==> src/logic/wdt_pkg.sv <==
package wdt_pkg;

	////////////////////////////////////////////////////////////////////////
	// Register placement: printed offset is a register index, not bytes
	localparam logic [7:0]  WDT_INDEX     = 8'he6;
	localparam logic [11:0] WDT_BYTE_ADDR = 12'h398;

	////////////////////////////////////////////////////////////////////////
	// Key words
	localparam logic [15:0] KEY_CFG_FIRST  = 16'h3333;
	localparam logic [15:0] KEY_CFG_SECOND = 16'hcccc;
	localparam logic [15:0] KEY_RST_FIRST  = 16'haaaa;
	localparam logic [15:0] KEY_RST_SECOND = 16'h5555;

	////////////////////////////////////////////////////////////////////////
	// Field positions and values after reset
	localparam int unsigned BIT_ON        = 15;
	localparam int unsigned BIT_RST_SEL   = 14;
	localparam int unsigned BIT_RST_SEEN  = 13;
	localparam int unsigned BIT_NMI_SEEN  = 12;
	localparam int unsigned BIT_TEST      = 11;
	localparam logic [15:0] CTRL_RESET    = 16'hc080;
	localparam logic [7:0]  COUNT_RESET   = 8'h80;

	////////////////////////////////////////////////////////////////////////
	// Timeout exponents
	localparam int unsigned EXP_SHORT     = 10;
	localparam int unsigned EXP_BASE      = 20;
	localparam int unsigned EXP_TEST      = 4;
	localparam int unsigned COUNT_WIDTH   = 27;

	typedef enum logic [1:0] {
		KEY_IDLE,
		KEY_CFG_HALF,
		KEY_CFG_OPEN,
		KEY_RST_HALF
	} key_state_type;

endpackage : wdt_pkg

==> src/logic/wdt_count_if.sv <==
`timescale 1ns/100ps
interface wdt_count_if;
	logic       run;
	logic       restart;
	logic [7:0] count_sel;
	logic       test;
	logic       expired;

	modport ctrl (output run, output restart, output count_sel, output test, input expired);
	modport cnt  (input run, input restart, input count_sel, input test, output expired);
endinterface : wdt_count_if

==> src/logic/keyed_watchdog_timer.sv <==
// Our own choice: the Wishbone interface to the registers.
`timescale 1ns/100ps
module keyed_watchdog_timer #(
	parameter int unsigned AW        = 12,
	parameter int unsigned EXP_SHORT = wdt_pkg::EXP_SHORT,
	parameter int unsigned EXP_BASE  = wdt_pkg::EXP_BASE,
	parameter int unsigned EXP_TEST  = wdt_pkg::EXP_TEST
) (
	// Clock and reset
	input  wire logic          ref_clk_in,
	input  wire logic          rstn_in,
	// Wishbone classic slave
	input  wire logic          wb_cyc_in,
	input  wire logic          wb_stb_in,
	input  wire logic          wb_we_in,
	input  wire logic [AW-1:0] wb_adr_in,
	input  wire logic [3:0]    wb_sel_in,
	input  wire logic [31:0]   wb_dat_in,
	output logic      [31:0]   wb_dat_out,
	output logic               wb_ack_out,
	// Timeout events
	output logic               wdt_sys_reset_out,
	output logic               wdt_nmi_out
);

	////////////////////////////////////////////////////////////////////////
	// State
	logic                  ack_q;
	logic                  ack_d;
	logic [31:0]           rdata_q;
	logic [31:0]           rdata_d;
	logic                  on_q;
	logic                  on_d;
	logic                  rst_sel_q;
	logic                  rst_sel_d;
	logic                  test_q;
	logic                  test_d;
	logic [7:0]            count_sel_q;
	logic [7:0]            count_sel_d;
	logic                  rst_seen_q;
	logic                  rst_seen_d;
	logic                  nmi_seen_q;
	logic                  nmi_seen_d;
	logic                  cfg_used_q;
	logic                  cfg_used_d;
	wdt_pkg::key_state_type key_q;
	wdt_pkg::key_state_type key_d;
	logic                  sys_rst_q;
	logic                  sys_rst_d;
	logic                  nmi_q;
	logic                  nmi_d;

	// Decode and strobes
	logic                  access;
	logic                  hit_adr;
	logic                  wr;
	logic                  rd;
	logic [15:0]           wd;
	logic                  is_key;
	logic                  keyed_wr;
	logic                  keyed_rd;
	logic                  restart;
	logic                  rst_event;
	logic                  nmi_event;
	logic [15:0]           ctrl_view;

	wdt_count_if cnt_if ();

	////////////////////////////////////////////////////////////////////////
	// Read view; the running count has no place in it
	always_comb begin
		ctrl_view                       = '0;
		ctrl_view[wdt_pkg::BIT_ON]       = on_q;
		ctrl_view[wdt_pkg::BIT_RST_SEL]  = rst_sel_q;
		ctrl_view[wdt_pkg::BIT_RST_SEEN] = rst_seen_q;
		ctrl_view[wdt_pkg::BIT_NMI_SEEN] = nmi_seen_q;
		ctrl_view[wdt_pkg::BIT_TEST]     = test_q;
		ctrl_view[7:0]                  = count_sel_q;
	end

	////////////////////////////////////////////////////////////////////////
	// Bus decode
	always_comb begin
		access  = wb_cyc_in && wb_stb_in && !ack_q;
		hit_adr = wb_adr_in[AW-1:2] == (AW-2)'(wdt_pkg::WDT_INDEX);
		// Keys need both low byte lanes; a partial write is acked and dropped
		wr      = access && hit_adr && wb_we_in && (wb_sel_in[1:0] == 2'b11);
		rd      = access && hit_adr && !wb_we_in;
		wd      = wb_dat_in[15:0];
		is_key  = (wd == wdt_pkg::KEY_CFG_FIRST) || (wd == wdt_pkg::KEY_CFG_SECOND) ||
			(wd == wdt_pkg::KEY_RST_FIRST) || (wd == wdt_pkg::KEY_RST_SECOND);
	end

	////////////////////////////////////////////////////////////////////////
	// Bus reply; every access is acked once, whatever the address
	always_comb begin
		ack_d   = access;
		rdata_d = rdata_q;
		// Read data is held between accesses, so a slow master still sees it
		if (access) begin
			rdata_d = hit_adr ? {16'h0000, ctrl_view} : 32'h0000_0000;
		end
	end

	always_ff @(posedge ref_clk_in or negedge rstn_in) begin
		if (!rstn_in) begin
			ack_q   <= 1'b0;
			rdata_q <= 32'h0000_0000;
		end else begin
			ack_q   <= ack_d;
			rdata_q <= rdata_d;
		end
	end

	////////////////////////////////////////////////////////////////////////
	// Key sequencing and configuration
	always_comb begin
		on_d        = on_q;
		rst_sel_d   = rst_sel_q;
		test_d      = test_q;
		count_sel_d = count_sel_q;
		cfg_used_d  = cfg_used_q;
		key_d       = key_q;
		restart     = 1'b0;
		keyed_wr    = 1'b0;
		keyed_rd    = 1'b0;

		// Only accesses to this register, and a watchdog reset, move the sequence
		if (wr) begin
			keyed_wr = is_key || (key_q == wdt_pkg::KEY_CFG_OPEN);
			if (wd == wdt_pkg::KEY_CFG_FIRST) begin
				key_d = wdt_pkg::KEY_CFG_HALF;
			end else if (wd == wdt_pkg::KEY_RST_FIRST) begin
				key_d = wdt_pkg::KEY_RST_HALF;
			end else begin
				key_d = wdt_pkg::KEY_IDLE;
			end
			unique case (key_q)
				wdt_pkg::KEY_IDLE: begin
				end
				wdt_pkg::KEY_CFG_HALF: begin
					// Second half opens only while the one write is unused
					if (wd == wdt_pkg::KEY_CFG_SECOND) begin
						key_d = cfg_used_q ? wdt_pkg::KEY_IDLE : wdt_pkg::KEY_CFG_OPEN;
					end
				end
				wdt_pkg::KEY_CFG_OPEN: begin
					// Whatever is written now is the new configuration
					key_d       = wdt_pkg::KEY_IDLE;
					cfg_used_d  = 1'b1;
					on_d        = wd[wdt_pkg::BIT_ON];
					rst_sel_d   = wd[wdt_pkg::BIT_RST_SEL];
					test_d      = wd[wdt_pkg::BIT_TEST];
					count_sel_d = wd[7:0];
				end
				wdt_pkg::KEY_RST_HALF: begin
					if (wd == wdt_pkg::KEY_RST_SECOND) begin
						restart = 1'b1;
						key_d   = wdt_pkg::KEY_IDLE;
					end
				end
			endcase
		end else if (rd) begin
			// A read while the register is open is a keyed read
			keyed_rd = key_q == wdt_pkg::KEY_CFG_OPEN;
			key_d    = wdt_pkg::KEY_IDLE;
		end

		// A watchdog reset puts the configuration back to its reset state
		if (rst_event) begin
			on_d        = wdt_pkg::CTRL_RESET[wdt_pkg::BIT_ON];
			rst_sel_d   = wdt_pkg::CTRL_RESET[wdt_pkg::BIT_RST_SEL];
			test_d      = wdt_pkg::CTRL_RESET[wdt_pkg::BIT_TEST];
			count_sel_d = wdt_pkg::COUNT_RESET;
			// The one configuration write is allowed again, as after power-up
			cfg_used_d  = 1'b0;
			key_d       = wdt_pkg::KEY_IDLE;
		end
	end

	////////////////////////////////////////////////////////////////////////
	// Registers; reset values give c080
	always_ff @(posedge ref_clk_in or negedge rstn_in) begin
		if (!rstn_in) begin
			on_q        <= wdt_pkg::CTRL_RESET[wdt_pkg::BIT_ON];
			rst_sel_q   <= wdt_pkg::CTRL_RESET[wdt_pkg::BIT_RST_SEL];
			test_q      <= wdt_pkg::CTRL_RESET[wdt_pkg::BIT_TEST];
			count_sel_q <= wdt_pkg::COUNT_RESET;
			cfg_used_q  <= 1'b0;
			key_q       <= wdt_pkg::KEY_IDLE;
		end else begin
			on_q        <= on_d;
			rst_sel_q   <= rst_sel_d;
			test_q      <= test_d;
			count_sel_q <= count_sel_d;
			cfg_used_q  <= cfg_used_d;
			key_q       <= key_d;
		end
	end

	////////////////////////////////////////////////////////////////////////
	// Status flags; an event in the same cycle beats the clearing access
	always_comb begin
		rst_seen_d = rst_seen_q;
		nmi_seen_d = nmi_seen_q;
		if (keyed_wr || keyed_rd) begin
			rst_seen_d = 1'b0;
		end
		if (keyed_wr) begin
			nmi_seen_d = 1'b0;
		end
		if (nmi_event) begin
			nmi_seen_d = 1'b1;
		end
		// A watchdog reset leaves only its own flag standing
		if (rst_event) begin
			rst_seen_d = 1'b1;
			nmi_seen_d = 1'b0;
		end
	end

	always_ff @(posedge ref_clk_in or negedge rstn_in) begin
		if (!rstn_in) begin
			rst_seen_q <= 1'b0;
			nmi_seen_q <= 1'b0;
		end else begin
			rst_seen_q <= rst_seen_d;
			nmi_seen_q <= nmi_seen_d;
		end
	end

	////////////////////////////////////////////////////////////////////////
	// Timeout events; the NMI flag left set escalates to reset
	always_comb begin
		rst_event = 1'b0;
		nmi_event = 1'b0;
		if (cnt_if.expired && on_q) begin
			if (rst_sel_q || nmi_seen_q) begin
				rst_event = 1'b1;
			end else begin
				nmi_event = 1'b1;
			end
		end
		sys_rst_d = rst_event;
		nmi_d     = nmi_event;
	end

	// Pulses leave from flops, so the reset line cannot glitch
	always_ff @(posedge ref_clk_in or negedge rstn_in) begin
		if (!rstn_in) begin
			sys_rst_q <= 1'b0;
			nmi_q     <= 1'b0;
		end else begin
			sys_rst_q <= sys_rst_d;
			nmi_q     <= nmi_d;
		end
	end

	////////////////////////////////////////////////////////////////////////
	// Counter hookup
	assign cnt_if.run       = on_q;
	// A reset event also restarts the count, as a system reset would
	assign cnt_if.restart   = restart || rst_event;
	assign cnt_if.count_sel = count_sel_q;
	assign cnt_if.test      = test_q;

	wdt_counter #(
		.CW        (wdt_pkg::COUNT_WIDTH),
		.EXP_SHORT (EXP_SHORT),
		.EXP_BASE  (EXP_BASE),
		.EXP_TEST  (EXP_TEST)
	) u_counter (
		.ref_clk_in (ref_clk_in),
		.rstn_in    (rstn_in),
		.cnt_if     (cnt_if)
	);

	assign wb_ack_out        = ack_q;
	assign wb_dat_out        = rdata_q;
	assign wdt_sys_reset_out = sys_rst_q;
	assign wdt_nmi_out       = nmi_q;

endmodule : keyed_watchdog_timer

==> src/logic/wdt_counter.sv <==
`timescale 1ns/100ps
module wdt_counter #(
	parameter int unsigned CW        = wdt_pkg::COUNT_WIDTH,
	parameter int unsigned EXP_SHORT = wdt_pkg::EXP_SHORT,
	parameter int unsigned EXP_BASE  = wdt_pkg::EXP_BASE,
	parameter int unsigned EXP_TEST  = wdt_pkg::EXP_TEST
) (
	// Clock and reset
	input wire logic  ref_clk_in,
	input wire logic  rstn_in,
	// Control side
	wdt_count_if.cnt  cnt_if
);

	logic [CW-1:0] count_q;
	logic [CW-1:0] count_d;
	logic          expired_q;
	logic          expired_d;
	logic [CW-1:0] target;
	int unsigned   exp_sel;
	logic          found;
	logic          hit;

	////////////////////////////////////////////////////////////////////////
	always_comb begin
		exp_sel = EXP_SHORT;
		found   = 1'b0;
		// Lowest set bit wins, giving the shortest timeout
		for (int i = 0; i < 8; i++) begin
			if (cnt_if.count_sel[i] && !found) begin
				found   = 1'b1;
				exp_sel = (i == 0) ? EXP_SHORT : EXP_BASE + i - 1;
			end
		end
		// Test mode only ever shortens the interval
		if (cnt_if.test && EXP_TEST < exp_sel) begin
			exp_sel = EXP_TEST;
		end
		target = (CW'(1) << exp_sel) - CW'(1);
		// Empty field has no exponent, so no timeout at all
		hit = cnt_if.run && found && (count_q == target);
		if (cnt_if.restart || !cnt_if.run || hit) begin
			count_d = '0;
		end else begin
			count_d = count_q + CW'(1);
		end
		expired_d = hit && !cnt_if.restart;
	end

	always_ff @(posedge ref_clk_in or negedge rstn_in) begin
		if (!rstn_in) begin
			count_q   <= '0;
			expired_q <= 1'b0;
		end else begin
			count_q   <= count_d;
			expired_q <= expired_d;
		end
	end

	assign cnt_if.expired = expired_q;

endmodule : wdt_counter

==> config.mk <==
export PLATFORM = sky130hd
export DESIGN_NAME = keyed_watchdog_timer
export DESIGN_NICKNAME = d
export VERILOG_FILES = /design/src/logic/wdt_pkg.sv /design/src/logic/wdt_count_if.sv /design/src/logic/keyed_watchdog_timer.sv /design/src/logic/wdt_counter.sv
export SDC_FILE = /design/constraint.sdc
export NUM_CORES = 1
export LEC_CHECK = 0
export BUFFER_PORTS_ARGS = -buffer_cell sky130_fd_sc_hd__buf_2
export CAP_MARGIN = 30
export CORE_MARGIN = 2
export CORE_UTILIZATION = 58
export CTS_BUF_LIST = sky130_fd_sc_hd__clkbuf_16
export DETAILED_ROUTE_END_ITERATION = 10
export GPL_ROUTABILITY_DRIVEN = 0
export PLACE_DENSITY = 0.89
export SETUP_SLACK_MARGIN = 0.5
export SYNTH_ARGS = -nofsm -noshare
export SYNTH_HDL_FRONTEND = slang
export SYNTH_SLANG_ARGS = --single-unit
==> constraint.sdc <==
create_clock -name ref_clk_in -period 7.1 [get_ports ref_clk_in]
set_input_delay 0 -clock ref_clk_in [delete_from_list [all_inputs] [get_ports ref_clk_in]]
set_output_delay 0 -clock ref_clk_in [all_outputs]
set_load 0.005 [all_outputs]
==> reports/qor.csv, run 1 <==
stage,metric,value,unit
outcome,status,"complete, no violations",
global_route,grt_use_met1,0.3391,
worst_hold_path,min_delay_path_depth,4,
synth,synthFlopType,dfrtp_1,
timing,finalWorstPathRequiredPeriod,2961,ps
worst_setup_path,worstSetupEndpointType,flop,
synth,postSynthAreaPerCell,9.291,um2
global_route,grtUsageTotal,0.2716,
global_route,grt_overflow,0,
synth,synth_edf_count,0,
finish,areaGrowthSynthToFinish,16.11,%
global_route,grt_max_degree,61,
synth,ys_warn_count,0,
pwr,powerDensity,187.5,mW/mm2
worst_setup_path,path_class,reg2reg,
timing,drv_slew,0,
finish,layout_common_cells,"dfrtp_1 (57), buf_2 (48), nand2_1 (45)",
global_route,grt_pass1_vias,3236,
synth,synth_seq_cells,60,
place,place_ws,4248,ps
timing,rsz0062_at_grt,false,
timing,hold_violations,0,
floorplan,start_util,0.5950,
floorplan,core_area,0.006277,mm2
route,totalWireLength,9.399,mm
synth,yosysSeqAreaShare,0.4030,
worst_setup_path,r2r_setup_slack,4140,ps
worst_setup_path,reg2reg_to,u_counter.cnt_if.expired,
route,drt_iter0_drc,369,
clock_tree,clkTransAtPathRegs,60,ps
route,ant_nets,0,
flow_run,max_cap_viol_count,0,
synth,syn_inst,402,
route,drc,0,
clock_tree,clock_latency,330,ps
finish,layout_commonest_cell,dfrtp_1,
timing,fin_ws,4139,ps
clock_tree,numCtsBuffers,9,
finish,fillCellCount,447,
timing,tightestPinTransition,749.4,ps
place,place_inst,507,
place,portBuffers,48,
floorplan,die_w,84.25,um
finish,stdcell_count,535,
pwr,leakage,2.065,nW
synth,async_flop_share,1.000,
place,place.detailed.hpwl,5.729,mm
timing,skew,6.534,ps
worst_setup_path,crit_chain,"nor3b_1, mux2i_1, a2111oi_0, nand4_1, nor4_4, buf_4, and4_1",
global_route,gr-usage-met2,0.4553,
finish,diodes,0,
global_route,top_usage_layer,met2,
timing,min_period_over_period,0.4171,
worst_hold_path,hold_class,in2reg,
worst_setup_path,slowest_delay,710,ps
worst_setup_path,r2r-start,cnt_if.test,
global_route,grt_pass1_wl,15.62,mm
timing,relSlewSlack,0.5004,
worst_hold_path,whs_endpoint,rst_seen_q,
clock_tree,cts_tree,done,
finish,finalInstanceArea,0.004337,mm2
worst_setup_path,worst_path_max_delay_cell,dfrtp_1,
global_route,antenna_found_initial,0,
clock_tree,clock-sinks,60,
route,wl_per_cell,17.57,um
timing,setup_tns,0,ps
clock_tree,clockRootBuffer,clkbuf_16,
worst_setup_path,critPathArrivalTime,3220,ps
clock_tree,cts_setup_buffers,0,
worst_hold_path,hp-start,wb_we_in,
worst_setup_path,critPathMaxFanout,19,
route,dr_total_vias,3371,
worst_setup_path,critPathLaunchType,flop,
route,firstDrtPassIters,6,
worst_setup_path,cp.required,7350,ps
clock_tree,h-tree-depth,3,
floorplan,fp.dieArea,0.007097,mm2
floorplan,rows,29,
place,place_area,0.003924,mm2
pwr,max-vdd-ir-drop,150.6,uV
clock_tree,clockBufferDepth,2,
route,vias_per_cell,6.301,
synth,syn_area,0.003735,mm2
finish,final_core_util,0.6909,
synth,ys_types,65,
finish,layout-drive-gt1-share,0.1965,
global_route,met3_usage,0.04916,
worst_setup_path,worst_r2r_path_depth,7,
timing,fmax,337.7,MHz
floorplan,die_h,84.25,um
timing,setup_viol,0,
floorplan,top_level_ports,88,
finish,nets,508,
Yosys cell counts, types with 2 or more instances:
| master | number | share of area |
|---|---|---|
| or3_1 | 2 | 0.0033 |
| o31ai_1 | 2 | 0.0040 |
| clkbuf_1 | 14 | 0.014 |
| a31o_2 | 2 | 0.0047 |
| dfrtp_1 | 57 | 0.38 |
| a21oi_2 | 4 | 0.0094 |
| xnor2_1 | 13 | 0.030 |
| nor3b_1 | 2 | 0.0040 |
| buf_2 | 5 | 0.0067 |
| mux2i_1 | 5 | 0.013 |
| nor2_1 | 19 | 0.019 |
| nor4_4 | 2 | 0.011 |
| ha_1 | 2 | 0.0067 |
| o22a_1 | 2 | 0.0047 |
| or4bb_1 | 2 | 0.0060 |
| buf_6 | 5 | 0.015 |
| conb_1 | 2 | 0.0020 |
| inv_1 | 13 | 0.013 |
| a21oi_1 | 31 | 0.042 |
| nor4bb_1 | 7 | 0.019 |
| or2_2 | 2 | 0.0033 |
| nand3b_1 | 2 | 0.0040 |
| and4_1 | 6 | 0.014 |
| nor4_1 | 9 | 0.015 |
| nand4_1 | 11 | 0.018 |
| o211ai_1 | 2 | 0.0040 |
| nor2b_1 | 3 | 0.0050 |
| o2111ai_1 | 2 | 0.0047 |
| and3_1 | 2 | 0.0033 |
| nand3_1 | 20 | 0.027 |
| xor2_1 | 18 | 0.042 |
| nor3_1 | 15 | 0.020 |
| dfstp_2 | 3 | 0.021 |
| buf_4 | 19 | 0.038 |
| a22o_1 | 19 | 0.045 |
| nand2_1 | 45 | 0.045 |
| o21ai_0 | 5 | 0.0067 |
layer usage:
layer / routed length, um / vias up
li1: - / 1524
met1: 3757 / 1624
met2: 4714 / 187
met3: 592 / 36
met4: 334 / 0
met5: 0 / -
flip-flops by register name, indices dropped and copies added, names as in the netlist, 2 cells and up:
register / cells
wb_dat_out: 13
key_q: 2
u_counter.count_q: 27
cnt_if.count_sel: 8
report_power, final:
group	switching, mW	leakage [nW]	total (mW)	internal [mW]
clock network	0.158	0.139	0.427	0.269
registers	0.000162	0.807	0.343	0.343
logic	0.0245	1.12	0.0428	0.0182
critical path, delay by kind of cell, from the launching register on:
kind	cells	cell delay [ps]
AND/OR/NAND/NOR	4	1310
flip-flops	1	710
multiplexers	1	100
buffers and inverters	1	350
AO/OA/AOI/OAI	1	400
worst max-delay path by stage:
stage / startpoint / end / cells past startpoint
final: cnt_if.test / u_counter.cnt_if.expired / 7
after detailed placement: wb_ack_out / u_counter.count_q[19] / 8
after global placement: cnt_if.count_sel[1] / u_counter.cnt_if.expired / 6
after floorplan: cnt_if.count_sel[1] / u_counter.count_q[10] / 8
after CTS: wb_ack_out / u_counter.count_q[19] / 8
after global routing: cnt_if.test / u_counter.cnt_if.expired / 7
area by class of cell:
type / instances / area, um2 / share of cell area
tap: 77 / 96.34 / 0.02222
timing repair buffer: 64 / 417.9 / 0.09636
sequential: 60 / 1505 / 0.3471
inverter: 13 / 48.80 / 0.01125
multi-input combinational: 305 / 1976 / 0.4556
clock buffer: 9 / 225.2 / 0.05193
clock inverter: 7 / 67.56 / 0.01558
cells by family after synthesis:
group,count (synthesis),share of synthesized area
other,2,0.002011
adders and majority gates,2,0.006699
DFF,60,0.4030
and+or+nand+nor,162,0.2503
muxes,6,0.01642
AOI/OAI and AO/OA,83,0.1618
buffers and inverters,56,0.08710
xor gates and xnor gates,31,0.07270
metrics by stage:
step	hold slack, ps	power [mW]
2_1_floorplan	-295.6	0.3726
3_3_place_gp	187.0	0.3823
3_5_place_dp	192.3	0.3848
4_1_cts	46.21	0.8112
5_1_grt	70.21	0.8366
6_report	45.99	0.8130
what timing repair did:
| item | CTS | global route |
|---|---|---|
| hold endpoints to repair | 68 | 0 |
| gates resized for setup | 0 | 0 |
| hold buffers | 12 | 0 |
Power figures use the tool's default switching activity.
==> inputs of run 2 (changes only) <==
ABC_AREA = 1   (was not set)
CORE_UTILIZATION = 54   (was 58)
PLACE_DENSITY = 0.84   (was 0.89)
clock period = 2.8 ns   (was 7.1 ns; I/O delays follow)
==> run 2 against run 1 <==
Against the previous run: global-route usage grew 0.81 points; die area grew 6.7%; fmax grew 22%; count of clock-buffer cells in the layout is the same; wire length grew 16%; synthesized cell count grew 17%; core utilization grew 1.7 points; clock power grew to 2.8 times the previous value; non-clock buffer count grew 16.
==> reports/qor.csv, run 2 <==
stage,metric,value,unit
route,vias_per_cell,5.914,
clock_tree,clockRootBuffer,clkbuf_16,
floorplan,rows,30,
pwr,seqPwrFrac,0.393,
worst_setup_path,slowest_delay,430,ps
clock_tree,clkTransAtPathRegs,60,ps
clock_tree,clock-sinks,60,
timing,relSlewSlack,0.6051,
timing,setup_tns,0,ps
floorplan,die_w,87.04,um
timing,whs,20.26,ps
synth,synth_edf_count,0,
worst_setup_path,cp.required,3020,ps
pwr,internal-power,1.711,mW
synth,ys_types,42,
synth,ys_warn_count,0,
global_route,grt_pass1_vias,3603,
synth,yosysSeqAreaShare,0.4042,
timing,hold_violations,0,
floorplan,die_h,87.04,um
place,place.detailed.hpwl,6.118,mm
outcome,status,"complete, no violations",
global_route,grt_pass1_wl,16.35,mm
pwr,power_frac_comb,0.068,
finish,regMostFlops,u_counter.count_q,
global_route,antenna_found_initial,0,
synth,postSynthAreaPerCell,7.922,um2
worst_setup_path,critPathMostFrequentCell,nand2_1,
route,wl_per_cell,17.07,um
pwr,p_clk_frac,0.539,
finish,layout_common_cells,"nand2_1 (73), inv_1 (63), dfrtp_1 (56)",
route,totalWireLength,10.93,mm
pwr,max-vdd-ir-drop,332.4,uV
synth,async_flop_share,1.000,
finish,largest_register_ffs,27,
timing,fmax,411.9,MHz
timing,min_period_over_period,0.8670,
synth,synthTopCellsByCount,"nand2_1 (81), inv_1 (66), nor2_1 (66)",
finish,areaGrowthSynthToFinish,27.65,%
finish,layout-drive-gt1-share,0.2821,
flow_run,max_cap_viol_count,0,
route,drc,0,
timing,skew,8.554,ps
pwr,powerDensity,470.9,mW/mm2
floorplan,core_area,0.006719,mm2
clock_tree,clockBufferDepth,2,
pwr,swShare,0.2356,
global_route,grt_overflow,0,
finish,fillCellCount,462,
timing,setup_viol,0,
floorplan,top_level_ports,88,
worst_setup_path,path_class,reg2reg,
synth,synth_top_area_share,0.3831,
global_route,grt_max_degree,43,
timing,rsz0062_at_grt,true,
global_route,grtUsageTotal,0.2797,
finish,diodes,0,
worst_hold_path,hold_class,in2reg,
clock_tree,h-tree-depth,3,
finish,layout_commonest_cell,nand2_1,
pwr,leakage,2.335,nW
worst_setup_path,worst_path_max_delay_cell,dfrtp_1,
worst_setup_path,critPathMaxFanout,7,
clock_tree,clock_latency,340,ps
synth,yosys.area.top_type,dfrtp_1,
synth,synth_seq_cells,60,
route,dr_total_vias,3785,
timing,finalWorstPathRequiredPeriod,2427,ps
timing,drv_slew,0,
worst_setup_path,worstSetupEndpointType,flop,
synth,ys_top_cells_by_area,"dfrtp_1 (38%), nand2_1 (8.2%), inv_1 (6.7%), nor2_1 (6.7%), xor2_1 (6.1%)",
worst_setup_path,crit_chain,"nor2_2, nand2_1, nor2_2, nand4_2, buf_6, nand4_1, inv_1, nand2_1, nand2_1, nand2_1, o21ai_1, nor2_2, nand4_4, buf_6, nand2_8, nor2_1",
clock_tree,numCtsBuffers,9,
timing,tightestPinTransition,587.8,ps
finish,nets,610,
clock_tree,cts_tree,done,
finish,multi_input_comb_area,0.002036,mm2
pwr,p_sw,0.5274,mW
synth,syn_area,0.003724,mm2
route,ant_nets,0,
route,firstDrtPassIters,5,
synth,synthFlopType,dfrtp_1,
floorplan,start_util,0.5542,
worst_setup_path,critPathLaunchType,flop,
worst_setup_path,critPathArrivalTime,2650,ps
finish,area.sequential,0.001506,mm2
route,drt_iter0_drc,418,
floorplan,fp.dieArea,0.007576,mm2
place,portBuffers,48,
synth,syn_inst,470,
synth,yosysMostFrequentCell,nand2_1,
-- run 2: changes by cell type in the layout (fill, tap and decap cells not counted), sizes merged, moves of 7 or more --
cell / before / now
nor2: 19 / 79
inv: 13 / 67
nand2: 46 / 85
a21oi: 35 / 7
a22o: 20 / 0
o21ai: 5 / 23
buf: 52 / 69
nand3: 20 / 32
xnor2: 13 / 4
xor2: 18 / 26
nor4bb: 7 / 0
-- run 2: area by class of cell --
type | count | share of cell area
Tap cell | 80 | 0.02106
Inverter | 66 | 0.05212
Timing Repair Buffer | 80 | 0.1135
Clock inverter | 7 | 0.02079
Clock buffer | 9 | 0.04738
Sequential cell | 60 | 0.3169
Multi-Input combinational cell | 338 | 0.4283
-- run 2: per-stage QoR --
stage,power (mW),area [um2],instances,util,setup slack [ps]
after floorplan,0.9745,3795,489,-,745.3
after global placement,1.003,3935,592,0.5857,386.3
after detailed placement,1.007,3935,592,0.5857,304.8
after CTS,2.222,4586,635,0.6825,499.1
after global routing,2.293,4753,640,0.7074,229.0
final,2.238,4753,640,0.7074,372.5
-- run 2: power by group through the flow --
stage                     clock network (mW)  registers (mW)  logic, mW
final                                   1.21           0.880      0.151
after global routing                    1.25           0.880      0.166
after CTS                               1.21           0.879      0.136
after detailed placement                   0           0.895      0.112
after global placement                     0           0.895      0.108
after floorplan                            0           0.894     0.0808
-- run 2: final timing paths --
kind	start	endpoint	slack (ps)	depth (start not counted)
setup / recovery	cnt_if.count_sel[1]	u_counter.count_q[22]	370	16
hold / removal	wb_dat_in[0]	cnt_if.count_sel[0]	20	3
setup reg to reg	cnt_if.count_sel[1]	u_counter.count_q[22]	370	16
hold reg to reg	wb_dat_out[12]	wb_dat_out[12]	480	2
max in group asynchronous	rstn_in	u_counter.count_q[0]	1770	3
min in group asynchronous	rstn_in	wdt_nmi_out	130	2
-- run 2: what timing repair did --
item	4_1_cts	5_1_grt
setup endpoints to repair	27	28
gates resized for setup	21	37
hold endpoints to repair	27	0
buffers inserted	13	5
pin swaps	13	18
hold buffers	11	0
gates cloned	3	0
-- run 2: cells by family (layout without fill, tap and decap cells) --
logic type      count (synthesis)  count (layout)  synth area share
simple gates                  237             240            0.3135
buf+inv                        94             162            0.1263
flops                          60              60            0.4042
compound gates                 45              45           0.07662
xor+xnor                       30              30           0.07056
fa+ha+maj                       2               2          0.006719
other cells                     2              21          0.002017
-- run 2: critical path: cells and delay by family, from the launching register on --
kind / cells / cell delay [ps]
DFF: 1 / 430
buffers and inverters: 3 / 400
and+or+nand+nor: 12 / 1380
AOI/OAI and AO/OA: 1 / 100
-- run 2: per-layer routing --
metal / share of wire / vias to the layer above / GRT usage
met2: 0.50 / 252 / 0.4747
met4: 0.062 / 0 / 0.1648
met1: 0.35 / 1785 / 0.3139
met5: 0 / - / 0
li1: - / 1661 / -
met3: 0.087 / 87 / 0.07488
==> inputs of run 3 (changes only) <==
CORE_UTILIZATION = 55   (was 54)
PLACE_DENSITY = 0.85   (was 0.84)
SYNTH_HIERARCHICAL = 1   (was not set)
==> run 3 against run 2 <==
Against the previous run: fmax down 3.8%; count of clock-buffer cells in the layout unchanged; non-clock buffer count down 7; critical path type unchanged; highest routed layer unchanged.
==> reports/qor.csv, run 3 <==
stage,metric,value,unit
clock_tree,clockRootBuffer,clkbuf_16,
global_route,grt_pass1_vias,3571,
synth,ys_warn_count,6,
finish,layout_common_cells,"nand2_1 (127), inv_1 (73), nor2_1 (71)",
clock_tree,h-tree-depth,3,
synth,synthFlopType,dfrtp_1,
timing,skew,6.993,ps
pwr,leakage,2.567,nW
clock_tree,clkTransAtPathRegs,50,ps
synth,synthTopCellsByCount,"nand2_1 (131), nor2_1 (81), inv_1 (74)",
timing,hold_violations,0,
worst_hold_path,hold_class,in2reg,
place,place_inst,694,
synth,synth_top_area_share,0.3559,
pwr,seqPwrFrac,0.404,
synth,synth_edf_count,0,
timing,finalWorstPathRequiredPeriod,2524,ps
global_route,antenna_found_initial,0,
route,dr_total_vias,4020,
pwr,swShare,0.2183,
finish,layout_commonest_cell,nand2_1,
synth,synth_seq_cells,60,
floorplan,die_h,89.36,um
route,firstDrtPassIters,5,
worst_setup_path,worst_r2r_path_depth,16,
clock_tree,cts_tree,done,
synth,yosysSeqAreaShare,0.3756,
floorplan,start_util,0.5615,
route,drc,0,
timing,setup_tns,0,ps
global_route,grt_pass1_wl,15.99,mm
finish,largest_register_ffs,27,
timing,min_period_over_period,0.9015,
route,wl_per_cell,14.33,um
worst_setup_path,cp.required,3000,ps
finish,diodes,0,
finish,nets,686,
finish,stdcell_count,735,
timing,drv_slew,0,
global_route,grtUsageTotal,0.2595,
worst_setup_path,worstSetupEndpointType,flop,
global_route,grt_max_degree,40,
clock_tree,clockBufferDepth,2,
floorplan,rows,31,
pwr,powerDensity,433.7,mW/mm2
finish,areaGrowthSynthToFinish,24.04,%
floorplan,die_w,89.36,um
timing,fin_ws,275.7,ps
pwr,power_frac_comb,0.062,
timing,relSlewSlack,0.4089,
flow_run,max_cap_viol_count,0,
finish,layout-drive-gt1-share,0.2296,
worst_setup_path,critPathArrivalTime,2730,ps
place,place_ws,360.4,ps
finish,final_core_util,0.6965,
synth,postSynthAreaPerCell,7.260,um2
synth,syn_inst,552,
finish,multi_input_comb_area,0.002272,mm2
timing,tightestPinTransition,886.6,ps
worst_hold_path,min_delay_path_depth,3,
pwr,internal-power,1.686,mW
floorplan,core_area,0.007137,mm2
finish,area.sequential,0.001509,mm2
timing,rsz0062_at_grt,true,
floorplan,top_level_ports,88,
synth,yosys.area.top_type,dfrtp_1,
route,drt_iter0_drc,362,
worst_setup_path,critPathLaunchType,flop,
outcome,status,"complete, no violations",
global_route,grt_overflow,0,
pwr,max-vdd-ir-drop,328.7,uV
synth,async_flop_share,1.000,
floorplan,fp.dieArea,0.007985,mm2
synth,yosysMostFrequentCell,nand2_1,
place,place.detailed.hpwl,6.580,mm
timing,setup_viol,0,
place,portBuffers,48,
pwr,p_sw,0.4706,mW
worst_setup_path,critPathMaxFanout,7,
synth,syn_area,0.004008,mm2
synth,ys_top_cells_by_area,"dfrtp_1 (36%), nand2_1 (12%), nor2_1 (7.6%), inv_1 (6.9%), xor2_1 (5.5%)",
worst_setup_path,r2r_setup_slack,280,ps
clock_tree,clock_latency,330,ps
synth,ys_types,35,
pwr,p_clk_frac,0.534,
clock_tree,numCtsBuffers,9,
finish,fillCellCount,525,
timing,fmax,396.2,MHz
worst_setup_path,path_class,reg2reg,
finish,regMostFlops,u_counter/count_q,
clock_tree,clock-sinks,60,
route,ant_nets,0,
route,vias_per_cell,5.469,
route,totalWireLength,10.53,mm
[run 3: cells by family (layout without fill, tap and decap cells)]
kind of cell | after synthesis | after routing | share of synthesized area
and+or+nand+nor | 319 | 322 | 0.3672
adders and majority gates | 2 | 2 | 0.006243
xor gates and xnor gates | 32 | 32 | 0.06993
DFF | 60 | 60 | 0.3756
AOI/OAI and AO/OA | 34 | 34 | 0.05464
other | 2 | 21 | 0.001874
buffers and inverters | 103 | 165 | 0.1246
[run 3: path summary, 6_finish.rpt]
check / from / end
worst max-delay path: cnt_if.count_sel[1] / u_counter/count_q[3]
worst min-delay path: wb_dat_in[11] / cnt_if.test
worst max register to register: cnt_if.count_sel[1] / u_counter/count_q[3]
worst min register to register: nmi_seen_q / wdt_nmi_out
max in group asynchronous: rstn_in / cnt_if.run
min in group asynchronous: rstn_in / wb_dat_out[1]
[run 3: through the flow]
step | cell area, um2 | total power [mW] | hold WS (ps)
floorplan | 4079 | 0.9589 | -295.6
global placement | 4252 | 0.9920 | 160.0
detailed placement | 4252 | 0.9962 | 162.3
CTS | 4793 | 2.152 | 13.77
global route | 4971 | 2.218 | 41.32
finish | 4971 | 2.156 | 16.79
[run 3: area by class of cell]
class / count / share of cell area
multi-input cells: 411 / 0.4571
flip-flops and latches: 60 / 0.3035
repair buffers: 73 / 0.09514
inverters: 76 / 0.05739
clock buffers: 9 / 0.04531
well taps: 99 / 0.02492
clock inverters: 7 / 0.01661
[run 3: layer usage]
metal  track usage  part of all wire  up-vias
li1              -                 -     1858
met1        0.3236              0.39     1860
met2        0.4391              0.48      247
met3       0.04340             0.082       55
met4        0.1208             0.043        0
met5             0                 0        -
[run 3: critical path: stages, from the launching register on]
cell     delay (ps)
dfrtp_2         430
nor2_4          190
nand2_4         100
nor2_4          170
nand4_1         160
buf_4           200
nand2_8          80
nand4_1         110
nand2_1         130
nand2_1          70
nor2_2          120
nand2_1          80
nor2_2          140
nand4_4         100
buf_12          170
nand2_8         110
nor2_2           50
[run 3: timing repair]
action                     in CTS  in global routing
pin swaps                       5                 14
hold buffers                   13                  0
cloned                          3                  0
hold endpoints to repair       47                  0
setup buffers                   4                  5
gates resized for setup        10                 31
setup endpoints to repair      27                 28
[run 3: power groups by stage]
| stage | logic [mW] | clock network (mW) | registers, mW |
|---|---|---|---|
| floorplan | 0.0738 | 0 | 0.885 |
| global placement | 0.107 | 0 | 0.885 |
| detailed placement | 0.111 | 0 | 0.885 |
| CTS | 0.128 | 1.15 | 0.870 |
| global route | 0.152 | 1.20 | 0.870 |
| finish | 0.134 | 1.15 | 0.870 |
